**src/verilog/rtbp_pkg.sv**
```systemverilog
// ****************************************************************
// backend memory port constants
// ****************************************************************
package rtbp_pkg;
  localparam int ADDR_W     = 11;
  localparam int DATA_W     = 16;
  localparam int KIND_W     = 2;
  localparam int FIFO_DEPTH = 16;

  // access kind codes
  localparam logic [KIND_W-1:0] KIND_DATA   = 2'h0;
  localparam logic [KIND_W-1:0] KIND_STATUS = 2'h1;
  localparam logic [KIND_W-1:0] KIND_CMD    = 2'h2;
  localparam logic [KIND_W-1:0] KIND_UNUSED = 2'h3;

  // request word layout inside the fifo
  localparam int REQ_DATA_LSB = 0;
  localparam int REQ_ADDR_LSB = REQ_DATA_LSB + DATA_W;
  localparam int REQ_KIND_LSB = REQ_ADDR_LSB + ADDR_W;
  localparam int REQ_WR_BIT   = REQ_KIND_LSB + KIND_W;
  localparam int REQ_W        = REQ_WR_BIT + 1;

  // reset values
  localparam logic [ADDR_W-1:0] ADDR_RST = 11'h000;
  localparam logic [DATA_W-1:0] DATA_RST = 16'h0000;

  typedef enum logic [5:0]
  {
    ST_IDLE  = 6'h01,
    ST_SETUP = 6'h02,
    ST_STRB  = 6'h04,
    ST_HOLD  = 6'h08,
    ST_SACC  = 6'h10,
    ST_SCAP  = 6'h20
  } rtbp_state_t;
endpackage : rtbp_pkg
```
**src/verilog/rtbp_memport.sv**
```systemverilog
// Operation
// - select falls as the address is loaded, address held while select low
// - wait low stretches the asynchronous strobe
// - two-bit kind code, eleven never driven
// - eleven-bit address, sixteen-bit write word out
// - async strobe one clock plus wait cycles, address framed
// - sync strobe means capture next edge
`timescale 1ns/1ps

// ****************************************************************
// request fifo
// ****************************************************************
module rtbp_fifo #(
  parameter int WIDTH = 8,
  parameter int DEPTH = 16
) (
  // clock and reset
  input  wire logic             clk,
  input  wire logic             rst,
  // fill side
  input  wire logic             in_valid,
  output wire logic             in_ready,
  input  wire logic [WIDTH-1:0] in_data,
  // drain side
  output wire logic             out_valid,
  input  wire logic             out_ready,
  output wire logic [WIDTH-1:0] out_data
);
  localparam int PW = $clog2(DEPTH);
  localparam int CW = $clog2(DEPTH + 1);

  logic [WIDTH-1:0] mem_r [DEPTH];
  logic [PW-1:0]    wp_r;
  logic [PW-1:0]    rp_r;
  logic [CW-1:0]    cnt_r;
  wire              push = in_valid && in_ready;
  wire              pop  = out_valid && out_ready;

  assign in_ready  = (cnt_r != CW'(DEPTH));
  assign out_valid = (cnt_r != '0);
  assign out_data  = mem_r[rp_r];

  always_ff @(posedge clk)
  begin
    if (push)
      mem_r[wp_r] <= in_data;
  end

  always_ff @(posedge clk)
  begin
    if (rst)
    begin
      wp_r  <= '0;
      rp_r  <= '0;
      cnt_r <= '0;
    end
    else
    begin
      if (push)
        wp_r <= (wp_r == PW'(DEPTH - 1)) ? '0 : wp_r + PW'(1);
      if (pop)
        rp_r <= (rp_r == PW'(DEPTH - 1)) ? '0 : rp_r + PW'(1);
      if (push && !pop)
        cnt_r <= cnt_r + CW'(1);
      else if (pop && !push)
        cnt_r <= cnt_r - CW'(1);
    end
  end
endmodule : rtbp_fifo

// ****************************************************************
// backend memory port
// ****************************************************************
module rtbp_memport
  import rtbp_pkg::*;
(
  // clock and reset
  input  wire logic              CLK,
  input  wire logic              RST,
  // static mode strap, high for synchronous memory
  input  wire logic              SYNC_MODE,
  // access requests
  input  wire logic              REQ_VALID,
  output wire logic              REQ_READY,
  input  wire logic              REQ_WRITE,
  input  wire logic [KIND_W-1:0] REQ_KIND,
  input  wire logic [ADDR_W-1:0] REQ_ADDR,
  input  wire logic [DATA_W-1:0] REQ_DATA,
  // read results and status
  output wire logic [DATA_W-1:0] RD_DATA,
  output wire logic              RD_VALID,
  output wire logic              BUSY,
  // backend memory pins
  output wire logic              BACKEND_SELECT_N,
  output wire logic              BACKEND_READ_STROBE_N,
  output wire logic              BACKEND_WRITE_STROBE_N,
  output wire logic [KIND_W-1:0] ACCESS_KIND_CODE,
  output wire logic [ADDR_W-1:0] BACKEND_ADDRESS,
  output wire logic [DATA_W-1:0] BACKEND_WRITE_WORD,
  input  wire logic [DATA_W-1:0] BACKEND_READ_WORD,
  input  wire logic              BACKEND_WAIT_N
);
  rtbp_state_t       st_r;
  rtbp_state_t       st_nxt;
  logic              mode_r;
  logic              mode_meta_r;
  logic              wr_r;
  logic              cs_n_r;
  logic              rd_n_r;
  logic              wrs_n_r;
  logic [KIND_W-1:0] kind_r;
  logic [ADDR_W-1:0] addr_r;
  logic [DATA_W-1:0] wdat_r;
  logic [DATA_W-1:0] rdat_r;
  logic              rval_r;
  logic [REQ_W-1:0]  f_word;
  logic              f_valid;

  // ****************************************************************
  // request buffering
  // ****************************************************************
  wire f_ready = (st_r == ST_IDLE);

  rtbp_fifo #(.WIDTH(REQ_W), .DEPTH(FIFO_DEPTH)) u_fifo (
    .clk       (CLK),
    .rst       (RST),
    .in_valid  (REQ_VALID),
    .in_ready  (REQ_READY),
    .in_data   ({REQ_WRITE, REQ_KIND, REQ_ADDR, REQ_DATA}),
    .out_valid (f_valid),
    .out_ready (f_ready),
    .out_data  (f_word)
  );

  wire              f_wr   = f_word[REQ_WR_BIT];
  wire [KIND_W-1:0] f_kind = f_word[REQ_KIND_LSB +: KIND_W];
  wire [ADDR_W-1:0] f_addr = f_word[REQ_ADDR_LSB +: ADDR_W];
  wire [DATA_W-1:0] f_dat  = f_word[REQ_DATA_LSB +: DATA_W];
  wire              start  = f_valid && f_ready && (f_kind != KIND_UNUSED);
  wire              wr_nxt = start ? f_wr : wr_r;

  // ****************************************************************
  // access sequencer
  // ****************************************************************
  always_comb
  begin
    st_nxt = st_r;
    case (st_r)
      ST_IDLE:  if (start) st_nxt = mode_r ? ST_SACC : ST_SETUP;
      ST_SETUP: st_nxt = ST_STRB;
      ST_STRB:  if (BACKEND_WAIT_N) st_nxt = ST_HOLD;
      ST_HOLD:  st_nxt = ST_IDLE;
      ST_SACC:  st_nxt = wr_r ? ST_IDLE : ST_SCAP;
      ST_SCAP:  st_nxt = ST_IDLE;
      default:  st_nxt = ST_IDLE;
    endcase
  end

  wire sel_nxt  = (st_nxt == ST_SETUP) || (st_nxt == ST_STRB) ||
                  (st_nxt == ST_HOLD) || (st_nxt == ST_SACC);
  wire strb_nxt = (st_nxt == ST_STRB) || (st_nxt == ST_SACC);
  // data sampled as the async strobe rises, or one edge after sync strobe
  wire capture  = (!wr_r && (st_r == ST_STRB) && BACKEND_WAIT_N) ||
                  (st_r == ST_SCAP);

  always_ff @(posedge CLK)
  begin
    mode_meta_r <= SYNC_MODE;
    if (RST)
      mode_r <= mode_meta_r;
  end

  always_ff @(posedge CLK)
  begin
    if (RST)
    begin
      st_r    <= ST_IDLE;
      wr_r    <= 1'b0;
      cs_n_r  <= 1'b1;
      rd_n_r  <= 1'b1;
      wrs_n_r <= 1'b1;
      rval_r  <= 1'b0;
    end
    else
    begin
      st_r    <= st_nxt;
      wr_r    <= wr_nxt;
      cs_n_r  <= !sel_nxt;
      rd_n_r  <= !(strb_nxt && !wr_nxt);
      wrs_n_r <= !(strb_nxt && wr_nxt);
      rval_r  <= capture;
    end
  end

  always_ff @(posedge CLK)
  begin
    if (RST)
    begin
      kind_r <= KIND_DATA;
      addr_r <= ADDR_RST;
      wdat_r <= DATA_RST;
      rdat_r <= DATA_RST;
    end
    else
    begin
      if (start)
      begin
        kind_r <= f_kind;
        addr_r <= f_addr;
        wdat_r <= f_dat;
      end
      if (capture)
        rdat_r <= BACKEND_READ_WORD;
    end
  end

  assign BACKEND_SELECT_N       = cs_n_r;
  assign BACKEND_READ_STROBE_N  = rd_n_r;
  assign BACKEND_WRITE_STROBE_N = wrs_n_r;
  assign ACCESS_KIND_CODE       = kind_r;
  assign BACKEND_ADDRESS        = addr_r;
  assign BACKEND_WRITE_WORD     = wdat_r;
  assign RD_DATA                = rdat_r;
  assign RD_VALID               = rval_r;
  assign BUSY                   = (st_r != ST_IDLE);

  wire strobe_n = rd_n_r && wrs_n_r;
endmodule : rtbp_memport

```
**config.mk**
```make
export PLATFORM = sky130hd
export DESIGN_NAME = rtbp_memport
export DESIGN_NICKNAME = d
export VERILOG_FILES = /design/src/verilog/rtbp_pkg.sv /design/src/verilog/rtbp_memport.sv
export SDC_FILE = /design/constraint.sdc
export NUM_CORES = 1
export LEC_CHECK = 0
export ABC_AREA = 1
export BUFFER_PORTS_ARGS = -buffer_cell sky130_fd_sc_hd__buf_2
export CAP_MARGIN = 0
export CORE_MARGIN = 3
export CORE_UTILIZATION = 55
export DETAILED_ROUTE_END_ITERATION = 8
export GPL_ROUTABILITY_DRIVEN = 0
export PLACE_DENSITY = 0.75
export SLEW_MARGIN = 30
export SYNTH_ARGS = -nofsm -noshare
export SYNTH_HDL_FRONTEND = slang
export SYNTH_SLANG_ARGS = --single-unit
```
**constraint.sdc**
```tcl
create_clock -name CLK -period 2.6 [get_ports CLK]
set_clock_uncertainty 0.2 [all_clocks]
set_input_delay 0.52 -clock CLK [delete_from_list [all_inputs] [get_ports CLK]]
set_output_delay 0.52 -clock CLK [all_outputs]
set_load 0.01 [all_outputs]
```
==> summary.txt <==
Outcome
  • Status: finished, final reports clean

Final layout
  • Commonest non-fill, non-tap cell in the layout: edfxtp_1
  • Fin nets: 1975
  • Seq. cell area: 15940 µm²
  • Post-layout util: 0.6476
  • Multi-input logic area: 5170 µm²
  • Post-Layout Cell Count: 2477
  • Most frequent cells in the layout: edfxtp_1 (481), nor2_1 (426), o21ai_0 (286), buf_2 (101), nand2_1 (93)
  • Area growth from synthesis to layout: 15.57%
  • Antenna cells: 0
  • Filler cell count: 2730
  • Layout cells sized above 1: 0.1460

Worst setup path
  • R2R setup slack: 170 ps
  • Worst Setup Start Kind: flip-flop
  • CP Launch Point: st_r[5]
  • Max Fanout on Critical Path: 4
  • Max incr delay on CP: 360 ps
  • Setup CP Type: reg -> reg
  • CP Data Required Time: 2870 ps
  • Critical R2R Capture: u_fifo.cnt_r[4]
  • Worst r2r src: st_r[5]
  • Critical path cell sequence: nor2_4, nand4_2, a21oi_4, inv_1, ha_4, inv_2, ha_4, a21o_1, a21oi_2, nor2_1, nor2_1, nand2_1, o21ai_1, a21oi_1
  • Crit path to: u_fifo.cnt_r[4]
  • Reg2Reg Depth: 14
  • Worst Path Arrival: 2700 ps
  • Slowest-stage cell, CP: dfxtp_1
  • Crit end category: flip-flop

Clock network
  • Root buf cell: clkbuf_16
  • TritonCTS clock tree: yes
  • Worst skew pair latency: 590 ps
  • TritonCTS Buffers: 54
  • CTS clk-pin slew, worst paths: 60 ps
  • H-tree depth: 2
  • Largest buffer count on any clock path: 3
  • # clock sinks: 555

Yosys
  • Warnings from Yosys: 0
  • Yosys reg bits: 555
  • Mapped cell area: 21760 µm²
  • Syn_nets: 1850
  • Distinct cells, synth: 38
  • Xor/xnor share of the synthesized area: 0.001208
  • Sequential fraction of the synthesis area: 0.7320
  • Simple-Gate Fraction of Synth Area: 0.1123
  • Synth Area in Adders: 0.006096
  • Avg Cell Area, Syn: 12.16 µm²
  • Compound-Gate Fraction of Synth Area: 0.1112
  • Mux cell area share after synthesis: 0
  • Largest family of logic cells by synthesized area: simple AND/OR/NAND/NOR gates
  • Cell count after synthesis: 1789

STA
  • Fin. max-slew vios: 0
  • Hold slack: 69.70 ps
  • Final setup vio count: 0
  • Setup TNS: 0 ps
  • Tmin final: 2428 ps
  • FMAX: 411.8 MHz
  • Tcrit/Tclk final: 0.9340
  • Slew headroom: 0.5151
  • Worst Tran Pin Value: 727.3 ps
  • Fin. Hold Viols: 0
  • RSZ-0062 raised after global routing: false

Global routing
  • GR Util All Layers: 0.2447
  • Antenna violations before repair: 2
  • Congestion Overflow GR: 0
  • First-pass GRT wire length: 78.53 mm
  • Vias in the first global route: 13988
  • Largest net degree at the start of global routing: 159

Power and ir drop
  • Lkg Pwr: 8.912 nW
  • Largest vdd supply drop: 0.0006843 V
  • Cell Pwr Density: 969.9 nW/µm²

Detailed routing
  • Routed len/inst: 20.96 µm
  • Via count: 14504
  • Initial DRC Count: 1754
  • Routed Antenna Nets: 0
  • DR vias/cell: 5.855
  • Drc violations: 0
  • Final WL: 51.92 mm
  • Drt pass-1 iters: 6

Floorplanning
  • Die X: 204.9 µm
  • Starting density of the core: 0.5604
  • Die Ht: 204.9 µm
  • # rows: 72
  • Core area: 38830 µm²
  • Die area: 41980 µm²
  • # IOs: 102

Placement
  • Port Buf Inserts: 101
  • Inst Count DP: 2357
  • Dpl hpwl: 27.18 mm

Job
  • Max-Cap Viols: 0

Hold path
  • Worst hold-check path type: in -> reg
[worst max-delay path: cells and delay by family, from the launching register on]
kind,cells,cell delay (ps)
fa+ha+maj,2,400
buf+inv,2,200
compound gates,5,650
simple gates,5,510
flops,1,360
[repair_timing]
item	CTS	global route
hold endpoints to repair	18	0
resized for setup	2	10
hold buffers	18	0
setup buffers	0	1
setup endpoints to repair	1	4
[through the flow]
| step | total power, mW | worst slack, ps | cell area (µm²) |
|---|---|---|---|
| global placement | 16.42 | 45.80 | 23150 |
| finish | 24.39 | 171.6 | 25150 |
| global route | 25.59 | 31.05 | 25150 |
| floorplan | 14.77 | -306.9 | 21760 |
| CTS | 24.34 | 26.22 | 25100 |
| detailed placement | 16.61 | -37.71 | 23150 |
[cells in the mapped netlist (all sizes together)]
library cell	number	area share
a211oi	1	0.00035
xor2	2	0.00081
o21ai	313	0.072
a21o	2	0.00069
nand4	5	0.0017
xnor2	1	0.00040
ha	9	0.0052
nand2	95	0.017
fa	1	0.00092
nor3	3	0.00069
buf	58	0.019
o211ai	18	0.0062
clkinv	2	0.00035
a31oi	1	0.00029
o22ai	88	0.025
inv	50	0.0089
edfxtp	481	0.66
nor4	1	0.00029
nor2	446	0.078
clkbuf	54	0.0095
a21oi	13	0.0035
or2	1	0.00029
dfxtp	74	0.068
o221ai	7	0.0028
nand3	63	0.015
[how the worst min path moves through the flow]
stage / startpoint / end / slack, ps / cells after the start
floorplan: mode_meta_r / mode_r / 190 / 0
global placement: mode_meta_r / mode_r / 200 / 0
detailed placement: mode_meta_r / mode_r / 200 / 0
CTS: RST / st_r[1] / 50 / 2
global route: RST / st_r[1] / 60 / 2
finish: RST / st_r[1] / 70 / 2
[cell type report]
| type | count | area share |
|---|---|---|
| clock buffer | 75 | 0.06016 |
| clock inverter | 26 | 0.01015 |
| inverter | 52 | 0.008160 |
| multi-input combinational | 1070 | 0.2056 |
| sequential | 555 | 0.6338 |
| tap | 518 | 0.02577 |
| timing repair buffer | 181 | 0.05638 |
[where the power goes]
group | switching [mW] | internal, mW
Clock | 3.26 | 4.47
Sequential | 0.225 | 10.2
Combinational | 4.14 | 2.13
Total | 7.62 | 16.8
[state kept, by name, summed over array words and instances, names as in the netlist, 2 cells and up, named ones only]
| name | count |
|---|---|
| u_fifo.rp_r | 4 |
| st_r | 6 |
| BACKEND_ADDRESS | 11 |
| RD_DATA | 16 |
| BACKEND_WRITE_WORD | 16 |
| ACCESS_KIND_CODE | 2 |
| u_fifo.wp_r | 4 |
| u_fifo.mem_r | 480 |
| u_fifo.cnt_r | 5 |
[cell families (layout without fill, tap and decap cells)]
kind of cell / count (synthesis) / count (layout)
flops: 555 / 555
compound gates: 443 / 443
xor+xnor: 3 / 3
simple gates: 614 / 614
fa+ha+maj: 10 / 10
buf+inv: 164 / 334
[per-layer routing]
metal	global-route usage	up-vias	share of wire
met5	0	-	0.00037
met4	0.08226	2	0.031
met3	0.04878	122	0.098
met2	0.3975	737	0.48
met1	0.3352	6978	0.40
li1	-	6665	-
Power figures use the tool's default switching activity.
